### src/pkg/stepper_host_pkg.sv
/*
  Shared constants and types for the host-side controller of a networked
  stepper indexer: command codes, bit positions, field limits, timing and
  the segment and command block carriers.
  Assumes the indexer exchanges ten 16-bit command words and reads back
  status word 0 each network cycle, with 32-bit values in upper/lower words.
*/
package stepper_host_pkg;

  localparam int WORDS = 10;
  localparam logic [15:0] CMD_IDLE = 16'h0000;
  localparam logic [15:0] CMD_RESET_ERRORS = 16'h0400;
  localparam logic [15:0] CMD_RUN_ASSEMBLED = 16'h2000;
  localparam logic [15:0] CMD_PRESET_ENCODER = 16'h4000;
  localparam logic [15:0] CMD_PROG_FIRST = 16'h0800;
  localparam logic [15:0] CMD_PROG_SEGMENT = 16'h1800;

  // command word 0 / 1 and status word 0 bit positions
  localparam int CW0_SEGMENT_BIT = 12;
  localparam int CW1_CLEAR_DRIVER_BIT = 10;
  localparam int CW1_DWELL_BIT = 9;
  localparam int CW1_REVERSE_BLEND_BIT = 4;
  localparam int SW0_IN_ASSEMBLED_BIT = 8;
  localparam int SW0_SEGMENT_WAIT_BIT = 9;

  // command block word indices
  localparam int WORD_CMD0 = 0;
  localparam int WORD_CMD1 = 1;
  localparam int WORD_VALUE_UP = 2;
  localparam int WORD_VALUE_LO = 3;
  localparam int WORD_SPEED_UP = 4;
  localparam int WORD_SPEED_LO = 5;
  localparam int WORD_ACCEL = 6;
  localparam int WORD_DECEL = 7;
  localparam int WORD_CURRENT = 8;
  localparam int WORD_JERK = 9;

  localparam int MAX_SEGMENTS = 16;
  localparam logic [15:0] RAMP_MIN = 16'h0001;
  localparam logic [15:0] RAMP_MAX = 16'h1388;
  localparam logic [15:0] JERK_MAX = 16'h1388;
  localparam logic [21:0] SPEED_MAX = 22'h2DC6BF;
  localparam logic [23:0] POS_MIN = 24'h800000;
  localparam logic [23:0] POS_MAX = 24'h7FFFFF;

  // one-shot commands are held this long before word 0 returns to idle
  localparam int HOLD_CYCLES = 4;
  localparam int CLK_MHZ = 200;
  localparam int WAIT_TIME_US = 1000;
  localparam int WAIT_CYCLES = WAIT_TIME_US * CLK_MHZ;

  typedef enum logic [1:0] {
    OP_RESET_ERRORS,
    OP_RUN_ASSEMBLED,
    OP_PRESET_ENCODER,
    OP_PROGRAM
  } op_e;

  typedef struct packed {
    logic [23:0] relTarget;
    logic [21:0] speed;
    logic [15:0] accel;
    logic [15:0] decel;
    logic [15:0] current;
    logic [15:0] jerk;
  } segment_s;

  typedef logic [WORDS-1:0][15:0] cmd_block_t;

endpackage : stepper_host_pkg

### src/rtl/stepper_host_ctrl.sv
/*
  Host-side command block driver for a networked stepper indexer: issues
  reset-errors, run-assembled-move and preset-encoder blocks, and walks the
  assembled-move programming handshake over status word 0 bits 8 and 9.
  Assumes command words go out and status word 0 comes back on clk_sys,
  synchronous, with the network's cyclic copy handled elsewhere.
*/
`timescale 1ns/1ps
`default_nettype none
module stepper_host_ctrl
  import stepper_host_pkg::*;
#(
  parameter int WAIT_LIMIT = stepper_host_pkg::WAIT_CYCLES
) (
  input wire logic clk_sys,
  input wire logic rst,
  input wire logic opValid,
  output logic opReady,
  input wire stepper_host_pkg::op_e opKind,
  input wire logic clearDriverFaults,
  input wire logic dwellMode,
  input wire logic reverseBlend,
  input wire logic [15:0] dwellMs,
  input wire logic [23:0] presetValue,
  input wire logic [4:0] segCount,
  input wire logic segWrEn,
  input wire logic [3:0] segWrIdx,
  input wire stepper_host_pkg::segment_s segWrData,
  output logic segReject,
  input wire logic [15:0] statusWord0,
  output stepper_host_pkg::cmd_block_t cmdWords,
  output logic busy,
  output logic opDone,
  output logic opFail
);
  import stepper_host_pkg::*;

  typedef enum logic [2:0] {
    ST_IDLE,
    ST_ONESHOT,
    ST_OPEN,
    ST_SEG_SEND,
    ST_SEG_RELEASE
  } state_e;

  function automatic logic segment_ok(input segment_s s);
    segment_ok = (s.speed <= SPEED_MAX)
      && (s.accel >= RAMP_MIN) && (s.accel <= RAMP_MAX)
      && (s.decel >= RAMP_MIN) && (s.decel <= RAMP_MAX)
      && !s.current[0]
      && (s.jerk <= JERK_MAX);
  endfunction : segment_ok

  // the 24-bit carriers make the signed step range impossible to exceed
  function automatic cmd_block_t segment_block(input cmd_block_t cur, input segment_s s);
    logic [31:0] target;
    target = {{8{s.relTarget[23]}}, s.relTarget};
    segment_block = cur;
    segment_block[WORD_CMD0] = CMD_PROG_SEGMENT;
    segment_block[WORD_VALUE_UP] = target[31:16];
    segment_block[WORD_VALUE_LO] = target[15:0];
    segment_block[WORD_SPEED_UP] = {10'h000, s.speed[21:16]};
    segment_block[WORD_SPEED_LO] = s.speed[15:0];
    segment_block[WORD_ACCEL] = s.accel;
    segment_block[WORD_DECEL] = s.decel;
    segment_block[WORD_CURRENT] = s.current;
    segment_block[WORD_JERK] = s.jerk;
  endfunction : segment_block

  state_e state_q, state_d;
  cmd_block_t cmd_q, cmd_d;
  logic [4:0] segTotal_q, segTotal_d;
  logic [4:0] segIdx_q, segIdx_d;
  logic [31:0] wait_q, wait_d;
  logic done_q, done_d;
  logic fail_q, fail_d;
  logic segReject_q;
  segment_s segRead;

  wire logic accept = opValid && (state_q == ST_IDLE);
  wire logic segWrGood = segWrEn && segment_ok(segWrData);
  wire logic inAsmMode = statusWord0[SW0_IN_ASSEMBLED_BIT];
  wire logic segWaiting = statusWord0[SW0_SEGMENT_WAIT_BIT];
  wire logic timedOut = (wait_q == 32'(WAIT_LIMIT - 1));
  wire logic holdOver = (wait_q == 32'(HOLD_CYCLES - 1));
  wire logic countBad = (segCount == 5'h00) || (segCount > 5'(MAX_SEGMENTS));
  wire logic lastSent = (segIdx_q == segTotal_q);
  wire logic [31:0] presetWide = {{8{presetValue[23]}}, presetValue};

  segment_store u_store (
    .clk_sys(clk_sys),
    .rst(rst),
    .wrEn(segWrGood),
    .wrIdx(segWrIdx),
    .wrData(segWrData),
    // registered index: a read addressed by segIdx_d would loop back into the next-state logic
    .rdIdx(segIdx_q[3:0]),
    .rdData(segRead)
  );

  always_comb begin
    state_d = state_q;
    cmd_d = cmd_q;
    segTotal_d = segTotal_q;
    segIdx_d = segIdx_q;
    wait_d = wait_q + 32'h00000001;
    done_d = 1'b0;
    fail_d = 1'b0;
    unique case (state_q)
      ST_IDLE: begin
        wait_d = 32'h00000000;
        segIdx_d = 5'h00;
        if (accept) begin
          // only the words each command uses are rewritten
          unique case (opKind)
            OP_RESET_ERRORS: begin
              cmd_d[WORD_CMD0] = CMD_RESET_ERRORS;
              cmd_d[WORD_CMD1][CW1_CLEAR_DRIVER_BIT] = clearDriverFaults;
              state_d = ST_ONESHOT;
            end
            OP_RUN_ASSEMBLED: begin
              cmd_d[WORD_CMD0] = CMD_RUN_ASSEMBLED;
              cmd_d[WORD_CMD1][CW1_DWELL_BIT] = dwellMode;
              cmd_d[WORD_CMD1][CW1_REVERSE_BLEND_BIT] = reverseBlend;
              if (dwellMode) begin
                cmd_d[WORD_JERK] = dwellMs;
              end
              state_d = ST_ONESHOT;
            end
            OP_PRESET_ENCODER: begin
              cmd_d[WORD_CMD0] = CMD_PRESET_ENCODER;
              cmd_d[WORD_VALUE_UP] = presetWide[31:16];
              cmd_d[WORD_VALUE_LO] = presetWide[15:0];
              state_d = ST_ONESHOT;
            end
            OP_PROGRAM: begin
              // a count the device cannot hold is refused rather than sent
              if (countBad) begin
                fail_d = 1'b1;
              end else begin
                cmd_d[WORD_CMD0] = CMD_PROG_FIRST;
                segTotal_d = segCount;
                state_d = ST_OPEN;
              end
            end
          endcase
        end
      end
      ST_ONESHOT: begin
        if (holdOver) begin
          cmd_d[WORD_CMD0] = CMD_IDLE;
          done_d = 1'b1;
          state_d = ST_IDLE;
        end
      end
      ST_OPEN: begin
        if (inAsmMode && segWaiting) begin
          cmd_d = segment_block(cmd_q, segRead);
          wait_d = 32'h00000000;
          state_d = ST_SEG_SEND;
        end
      end
      ST_SEG_SEND: begin
        if (!segWaiting) begin
          cmd_d[WORD_CMD0] = CMD_PROG_FIRST;
          segIdx_d = segIdx_q + 5'h01;
          wait_d = 32'h00000000;
          state_d = ST_SEG_RELEASE;
        end
      end
      ST_SEG_RELEASE: begin
        if (segWaiting) begin
          wait_d = 32'h00000000;
          if (lastSent) begin
            cmd_d[WORD_CMD0] = CMD_IDLE;
            done_d = 1'b1;
            state_d = ST_IDLE;
          end else begin
            cmd_d = segment_block(cmd_q, segRead);
            state_d = ST_SEG_SEND;
          end
        end
      end
    endcase
    // a device that stops answering must not hang the host forever
    if (state_q != ST_IDLE && state_q != ST_ONESHOT && timedOut) begin
      cmd_d[WORD_CMD0] = CMD_IDLE;
      fail_d = 1'b1;
      state_d = ST_IDLE;
    end
  end

  always_ff @(posedge clk_sys) begin
    if (rst) begin
      state_q <= ST_IDLE;
      cmd_q <= '0;
      segTotal_q <= 5'h00;
      segIdx_q <= 5'h00;
      wait_q <= 32'h00000000;
      done_q <= 1'b0;
      fail_q <= 1'b0;
      segReject_q <= 1'b0;
    end else begin
      state_q <= state_d;
      cmd_q <= cmd_d;
      segTotal_q <= segTotal_d;
      segIdx_q <= segIdx_d;
      wait_q <= wait_d;
      done_q <= done_d;
      fail_q <= fail_d;
      segReject_q <= segWrEn && !segWrGood;
    end
  end

  assign opReady = (state_q == ST_IDLE);
  assign busy = (state_q != ST_IDLE);
  assign cmdWords = cmd_q;
  assign opDone = done_q;
  assign opFail = fail_q;
  assign segReject = segReject_q;

  wire logic [31:0] valueWord = {cmd_q[WORD_VALUE_UP], cmd_q[WORD_VALUE_LO]};

  resetCmd_a: assert property (@(posedge clk_sys) disable iff (rst)
    accept && opKind == OP_RESET_ERRORS |=> cmd_q[WORD_CMD0] == CMD_RESET_ERRORS)
    else $error("reset errors code not issued");
  driverClear_a: assert property (@(posedge clk_sys) disable iff (rst)
    accept && opKind == OP_RESET_ERRORS
      |=> cmd_q[WORD_CMD1][CW1_CLEAR_DRIVER_BIT] == $past(clearDriverFaults))
    else $error("driver fault clear bit wrong");
  runBits_a: assert property (@(posedge clk_sys) disable iff (rst)
    accept && opKind == OP_RUN_ASSEMBLED |=> cmd_q[WORD_CMD0] == CMD_RUN_ASSEMBLED
      && cmd_q[WORD_CMD1][CW1_DWELL_BIT] == $past(dwellMode)
      && cmd_q[WORD_CMD1][CW1_REVERSE_BLEND_BIT] == $past(reverseBlend))
    else $error("run assembled block wrong");
  dwellTime_a: assert property (@(posedge clk_sys) disable iff (rst)
    accept && opKind == OP_RUN_ASSEMBLED && dwellMode |=> cmd_q[WORD_JERK] == $past(dwellMs))
    else $error("dwell time not placed in word 9");
  presetRange_a: assert property (@(posedge clk_sys) disable iff (rst)
    cmd_q[WORD_CMD0] == CMD_PRESET_ENCODER
      |-> $signed(valueWord) >= -32'sd8388608 && $signed(valueWord) <= 32'sd8388607)
    else $error("encoder preset out of range");
  firstBlock_a: assert property (@(posedge clk_sys) disable iff (rst)
    state_q == ST_OPEN |-> cmd_q[WORD_CMD0] == CMD_PROG_FIRST)
    else $error("first programming block code wrong");
  segGate_a: assert property (@(posedge clk_sys) disable iff (rst)
    $rose(cmd_q[WORD_CMD0][CW0_SEGMENT_BIT]) |-> $past(inAsmMode && segWaiting))
    else $error("segment sent before device ready");
  segCode_a: assert property (@(posedge clk_sys) disable iff (rst)
    state_q == ST_SEG_SEND |-> cmd_q[WORD_CMD0] == CMD_PROG_SEGMENT)
    else $error("segment block code wrong");
  segRelease_a: assert property (@(posedge clk_sys) disable iff (rst)
    state_q == ST_SEG_SEND && !segWaiting |=> !cmd_q[WORD_CMD0][CW0_SEGMENT_BIT]
      && cmd_q[WORD_CMD0] == CMD_PROG_FIRST)
    else $error("bit 12 not released after status bit 9 cleared");
  nextSeg_a: assert property (@(posedge clk_sys) disable iff (rst)
    state_q == ST_SEG_RELEASE && !segWaiting && !timedOut |=> state_q == ST_SEG_RELEASE)
    else $error("next segment sent before status bit 9 set");
  segLimit_a: assert property (@(posedge clk_sys) disable iff (rst)
    segIdx_q <= 5'(MAX_SEGMENTS) && segIdx_q <= segTotal_q)
    else $error("segment count beyond limit");
  segFields_a: assert property (@(posedge clk_sys) disable iff (rst)
    state_q == ST_SEG_SEND |-> cmd_q[WORD_ACCEL] >= RAMP_MIN
      && cmd_q[WORD_ACCEL] <= RAMP_MAX && !cmd_q[WORD_CURRENT][0]
      && cmd_q[WORD_JERK] <= JERK_MAX)
    else $error("segment fields out of range");
  oneShotEnd_a: assert property (@(posedge clk_sys) disable iff (rst)
    state_q == ST_ONESHOT && holdOver |=> opDone && cmd_q[WORD_CMD0] == CMD_IDLE)
    else $error("one-shot command not released");

  programDone_c: cover property (@(posedge clk_sys) disable iff (rst)
    state_q == ST_SEG_RELEASE && segWaiting && lastSent);
  fullProgram_c: cover property (@(posedge clk_sys) disable iff (rst)
    segTotal_q == 5'(MAX_SEGMENTS) && opDone);
  dwellRun_c: cover property (@(posedge clk_sys) disable iff (rst)
    accept && opKind == OP_RUN_ASSEMBLED && dwellMode);
  waitTimeout_c: cover property (@(posedge clk_sys) disable iff (rst) opFail && $past(busy));

endmodule : stepper_host_ctrl
`default_nettype wire

### src/rtl/segment_store.sv
/*
  Sixteen-entry segment table for the host controller. Written by the user
  one validated segment at a time, read combinationally by index.
  Assumes the writer has already screened each segment's field ranges.
*/
`timescale 1ns/1ps
`default_nettype none
module segment_store
  import stepper_host_pkg::*;
(
  input wire logic clk_sys,
  input wire logic rst,
  input wire logic wrEn,
  input wire logic [3:0] wrIdx,
  input wire stepper_host_pkg::segment_s wrData,
  input wire logic [3:0] rdIdx,
  output stepper_host_pkg::segment_s rdData
);
  import stepper_host_pkg::*;

  segment_s table_q [MAX_SEGMENTS];

  // contents need no reset: a program only reads entries written before it
  always_ff @(posedge clk_sys) begin
    if (wrEn && !rst) begin
      table_q[wrIdx] <= wrData;
    end
  end

  assign rdData = table_q[rdIdx];

endmodule : segment_store
`default_nettype wire

### config.mk
export PLATFORM = sky130hd
export DESIGN_NAME = stepper_host_ctrl
export DESIGN_NICKNAME = d
export VERILOG_FILES = /design/src/pkg/stepper_host_pkg.sv /design/src/rtl/stepper_host_ctrl.sv /design/src/rtl/segment_store.sv
export SDC_FILE = /design/constraint.sdc
export NUM_CORES = 2
export LEC_CHECK = 0
export BUFFER_PORTS_ARGS = -buffer_cell sky130_fd_sc_hd__buf_2
export CELL_PAD_IN_SITES_DETAIL_PLACEMENT = 0
export CELL_PAD_IN_SITES_GLOBAL_PLACEMENT = 1
export CORE_ASPECT_RATIO = 1.2
export CORE_MARGIN = 3
export CORE_UTILIZATION = 44
export CTS_CLUSTER_SIZE = 16
export DETAILED_ROUTE_END_ITERATION = 7
export PLACE_DENSITY = 0.74
export SYNTH_ARGS = -nofsm -noshare
export SYNTH_HDL_FRONTEND = slang
export SYNTH_SLANG_ARGS = --single-unit
export TNS_END_PERCENT = 100
### constraint.sdc
create_clock -name clk_sys -period 15.8 [get_ports clk_sys]
set_clock_uncertainty 0.1 [all_clocks]
set_input_delay 0.79 -clock clk_sys [delete_from_list [all_inputs] [get_ports clk_sys]]
set_output_delay 0.79 -clock clk_sys [all_outputs]
set_load 0.02 [all_outputs]
# Word-level counts from Yosys, hierarchy flattened
# Memory sizes are Yosys's and may differ from the RTL's. A register that Yosys moved wholly into a read port is not among the register bits.
# Cells that the tools add are included.
# op_classes
order_cmp,7
div,0
n_mul,0
bitwise,3
n_reduce_logical,34
n_addsub,2
eq_ne,21
n_mux,53
shifts,0
# op_table
operator,count
160-bit two-way mux,2
32-bit two-way mux,5
80-bit one-hot mux with 2 select lines,1
144-bit two-way mux,1
32-bit one-hot mux with 4 select lines,1
16-bit two-way mux,7
32-bit one-hot mux with 3 select lines,1
16-bit one-hot mux with 5 select lines,1
16-bit one-hot mux with 4 select lines,1
16-bit by 13-bit <= comparator with 1-bit output (second input constant),3
16-bit one-hot mux with 3 select lines,1
32-bit by 1-bit adder with 32-bit output (second input constant),1
32-bit by 18-bit equality test with 1-bit output (second input constant),1
32-bit by 2-bit equality test with 1-bit output (second input constant),1
16-bit by 1-bit >= comparator with 1-bit output (second input constant),2
22-bit <= comparator (second input constant),1
3-bit two-way mux,6
3-bit one-hot mux with 5 select lines,1
1-bit two-way mux,14
1-bit logical AND,13
13-bit two-way mux,1
6-bit AND reduction,2
2-bit != test (second input constant),5
5-bit one-hot mux with 2 select lines,1
other kinds (32),47
# totals
romBits,0
elab_cells,139
mem_count,1
output_inout_bits,165
latch_bits,0
ramBits,1760
reg_bits,195
# mem_list
memory,words,word_bits,rd,rd_ports_with_merged_regs,wr,line,text
u_store.table_q,16,110,1,1,1,segment_store.sv:21,segment_s table_q [MAX_SEGMENTS];

# Logic depth before layout (Yosys ltp)
# depth
depth_word,11
mapped_depth,10
mapped_depth_nobuf,6

# Modules after synthesis
# Synthesis repeated with hierarchy kept, for this count alone.
# hier_totals
hier_cells,3626
hier_area_um2,73748.2
# modules_own_cells
module,n_inst,area_each_um2,cells_per_inst
segment_store,1,65824.4,2704
stepper_host_ctrl,1,7923.8,922

# Least setup slack after synthesis
# OpenSTA, ideal clock, no wires.
# synth_timing
path_kind,input -> register
start,in segWrData[42] (netlist name)
end,mem u_store.table_q[7][0] (netlist name) (enable)
setup_slack_ps,1498
path_buffers,0
setup_time_ps,885
cell_stages,5
t_required_ps,14815
t_arrival_ps,13317
path_cell_list,or4_1 -> o311a_1 -> a31oi_1 -> nand4b_1 -> nor4b_1
# synth_between
elab_chain_cells,9
# synth_rtl
item,line,text
"start, declared",stepper_host_ctrl.sv:28,"input wire stepper_host_pkg::segment_s segWrData,"
16-bit by 1-bit >= comparator with 1-bit output,stepper_host_ctrl.sv:49,&& (s.decel >= RAMP_MIN) && (s.decel <= RAMP_MAX)
1-bit logical AND,stepper_host_ctrl.sv:49,
1-bit logical AND *,stepper_host_ctrl.sv:49,
1-bit logical AND *,stepper_host_ctrl.sv:50,&& !s.current[0]
1-bit logical AND *,stepper_host_ctrl.sv:51,&& (s.jerk <= JERK_MAX);
1-bit logical AND *,stepper_host_ctrl.sv:81,wire logic segWrGood = segWrEn && segment_ok(segWrData);
1-bit logical AND *,segment_store.sv:25,if (wrEn && !rst) begin
1-bit two-way mux *,segment_store.sv:25,
1-bit two-way mux (not written as such) *,segment_store.sv:26,table_q[wrIdx] <= wrData;
"end, declared",segment_store.sv:21,
# Mark *: on every way between the ends. The rest lies on a longest branch, timed or not.

==> impl_summary.txt <==
----------------------------------------------------
[Power and ir drop]
  Highest ir drop seen on vdd ... 111.1 uV
  Sw power ... 2406 uW
  Total power ... 10880 uW
  Leakage power figure ... 0.02626 uW
  Comb power frac ... 6.5%
  Total power divided by cell area ... 128.0 nW/um^2
  Share of total power in sequential cells ... 52.0%
  Clock group share of total power ... 41.5%
  Fraction of power spent switching nets ... 22.10%
  Total internal power ... 8478 uW

[Critical path]
  Cell at the slowest stage of the critical path ... dfxtp_4
  CP max stage delay ... 0.86 ns
  Startpoint Class ... flop
  Cell family with most CP delay ... buffers and inverters
  Largest fanout on the critical path ... 131
  Worst Setup End Kind ... flop
  Worst endpoint required time ... 16.41 ns
  Buffers plus inverters on the worst setup path ... 3
  Critical path class ... flop to flop
  Critical path cell sequence ... buf_12 -> buf_12 -> buf_4 -> mux2i_1 -> a221oi_1 -> o21ai_0 -> a311oi_1
  Data arrival time of the worst path ... 5.35 ns
  Worst path most repeated cell ... buf_12

[Route]
  Detailed router's first-iteration violation count ... 4026
  First-pass iteration count of the detailed router ... 5
  Met1 WL ... 78410 um
  Met2 Wirelength ... 94110 um
  Detailed-route vias per instance ... 5.914
  DR WL/cell ... 28.51 um
  Remaining DRCs ... 0
  Detailed-routed wire length on met3 ... 15500 um
  Post-detailed-route count of antenna-violating nets ... 0
  Via total after detailed routing ... 40120
  Highest metal layer with signal wires ... met5
  Drt total wl ... 193400 um

[Final layout]
  Count of placed standard cells in the final layout, fillers left out ... 6784
  Commonest non-fill, non-tap cell in the layout ... edfxtp_1
  Commonest cells after routing, fill and taps aside ... 1760 x edfxtp_1, 345 x mux2i_1, 299 x buf_2
  Fraction of the core area covered by cells at the end of the flow ... 50.42%
  Footprint of the multi-input gates ... 17370 sq um
  Area Overhead vs Synth ... 13.75%
  Sequential standard cell area ... 56270 sq um
  Fraction of final layout cells with drive strength greater than 1 ... 22.46%
  Fill cells ... 13690
  Post-layout net count ... 4531

[Synth]
  Cell type with the highest aggregate area in the netlist ... edfxtp_1
  YS warnings ... 0
  Count of state elements after synthesis ... 1930
  Share of synthesized registers carrying an async set or reset ... 0%
  Netlist cell types ... 59
  Proportion of synthesized chip area in sequential cells ... 75.24%
  Synthesized netlist cell count ... 4058
  Average cell area after synthesis ... 18.42 sq um
  Prevailing post-synth register cell ... edfxtp_1
  Cell area after synthesis ... 74760 sq um
  Post-synth EDFFs ... 1760
  Main area contributors after synthesis ... edfxtp_1 71%, mux4_2 6.6%, mux2i_1 4.6%
  Portion of synthesized cell area occupied by the leading cell type ... 70.69%

[CTS]
  Clock insertion delay at the later pin of the skew report ... 0.82 ns
  Post-CTS setup buffer count ... 0
  Number of resized instances in the post-cts repair step ... 0
  H-tree Lvls ... 4
  Number of clock buffers inserted by TritonCTS ... 188
  Clk sink count ... 1930
  Number of buffers on the longest clock path ... 3
  TritonCTS clock tree ... yes
  Clock-pin slew on the worst setup and hold paths ... 0.06 ns
  Root buffer cell ... clkbuf_16
  Post-cts hold buffer count ... 0

[Floorplan]
  CORE AREA ... 168700 sq um
  Die Wd ... 382.3 um
  Die Y-Extent ... 457.6 um
  Die outline area ... 174900 sq um
  Initial Utilization ... 44.33%
  FP Rows ... 165
  Number of ports placed on the die boundary ... 349

[STA]
  Maximum clock frequency ... 0.2108 GHz
  Worst-margin pin slew ... 1.132 ns
  Post-route fraction of the period consumed by the critical path ... 30.03%
  Shortest period the worst path allows ... 4.745 ns
  Max-Slew Margin vs Limit ... 24.54%
  Setup Total Neg Slack ... 0 ns
  Max Slew Vio Count ... 0
  RSZ-0062 raised after global routing ... false
  Hold Fails Final Rpt ... 0
  Setup violators final ... 0

[Place]
  Number of cells after detailed placement ... 6409
  Count of input and output buffers ... 300
  Gpl congestion ... 0.7599
  HPWL Detailed ... 95760 um

[Global routing]
  Number of antenna violations at the first check in global routing ... 51
  Wire length of the first global-routing pass ... 278000 um
  Maximum number of pins on one net before global-route repair ... 132
  Vias in the first global route ... 40170
  GRT Residual Overflow ... 0
  Total Routing Usage GR ... 21.84%

[Outcome]
  Result of the run ... finished clean

[Run]
  Max_cap viols ... 0

[Worst hold path]
  Type of the worst min-delay path ... primary input to flop

----------------------------------------------------
cells by family (layout without fill, tap and decap cells):
logic type / count (synthesis) / in the layout / share of synthesized area [%]
adders and majority gates: 2 / 2 / 0.03347
AOI/OAI and AO/OA: 671 / 671 / 6.624
buffers and inverters: 315 / 730 / 1.930
muxes: 674 / 674 / 12.89
DFF: 1930 / 1930 / 75.24
xor gates and xnor gates: 34 / 34 / 0.3983
and+or+nand+nor: 431 / 431 / 2.879
other: 1 / 58 / 0.005016
synth_stat cells, drive strengths merged (17+ instances only):
library cell     n
a21o            42
a21oi           56
a221oi         176
a22oi           30
a311oi          32
a31oi           21
and2            18
and3            32
buf            132
clkbuf         169
dfxtp          170
edfxtp        1760
mux2           109
mux2i          345
mux4           220
nand2           99
nand3           56
nor2            79
nor3            70
nor4            21
o211ai          56
o21a            24
o21ai           82
o221ai          41
o22ai           68
xnor2           17
xor2            17
metal layers:
metal | track usage, % | vias to the layer above
met5 | 0 | -
met4 | 6.569 | 20
met3 | 5.217 | 305
met2 | 35.72 | 1452
met1 | 29.12 | 21040
li1 | - | 17310
state kept, by name, summed over array words and instances (netlist names), named ones only:
register,cells
cmdWords,118
opDone,1
opFail,1
segIdx_q,5
segReject,1
segTotal_q,5
state_q,3
u_store.table_q,1760
wait_q,32
through the flow:
stage / cell area, sq um / setup slack [ns] / hold WS [ns]
CTS: 84980 / 10.94 / 0.04796
global route: 84990 / 10.62 / 0.08591
floorplan: 74890 / 1.498 / 0.3260
detailed placement: 78740 / 10.56 / 0.3491
global placement: 78740 / 10.69 / 0.3394
finish: 85040 / 11.06 / 0.1236
worst register-to-register path, cell delays in order, from the launching register on:
cell,delay [ns]
dfxtp_4,0.86
buf_12,0.67
buf_12,0.83
buf_4,1.06
mux2i_1,0.22
a221oi_1,0.43
o21ai_0,0.16
a311oi_1,0.31
layout make-up:
| type | instances | area share [%] |
|---|---|---|
| clock buffer | 275 | 6.337 |
| inverter | 14 | 0.07209 |
| antenna | 24 | 0.07062 |
| tap | 2254 | 3.316 |
| multi-input combinational | 1846 | 20.43 |
| timing repair buffer | 365 | 2.607 |
| clock inverter | 76 | 1.006 |
| sequential | 1930 | 66.16 |
power by group through the flow:
stage / Sequential (uW) / Combinational (uW) / Clock (uW)
detailed placement: 5770 / 714 / 0
global route: 5660 / 760 / 4800
CTS: 5660 / 716 / 4600
finish: 5660 / 707 / 4520
floorplan: 5810 / 364 / 0
global placement: 5770 / 704 / 0
final timing paths:
| path | to | depth (start not counted) | slack [ns] | startpoint |
|---|---|---|---|---|
| min | cmdWords[20] | 3 | 0.12 | reverseBlend |
| max reg2reg | cmdWords[120] | 7 | 11.06 | flop |
| max | cmdWords[120] | 7 | 11.06 | flop |
| min reg2reg | cmdWords[13] | 2 | 0.36 | cmdWords[13] |
No activity file was read; power rests on OpenSTA's default activity.
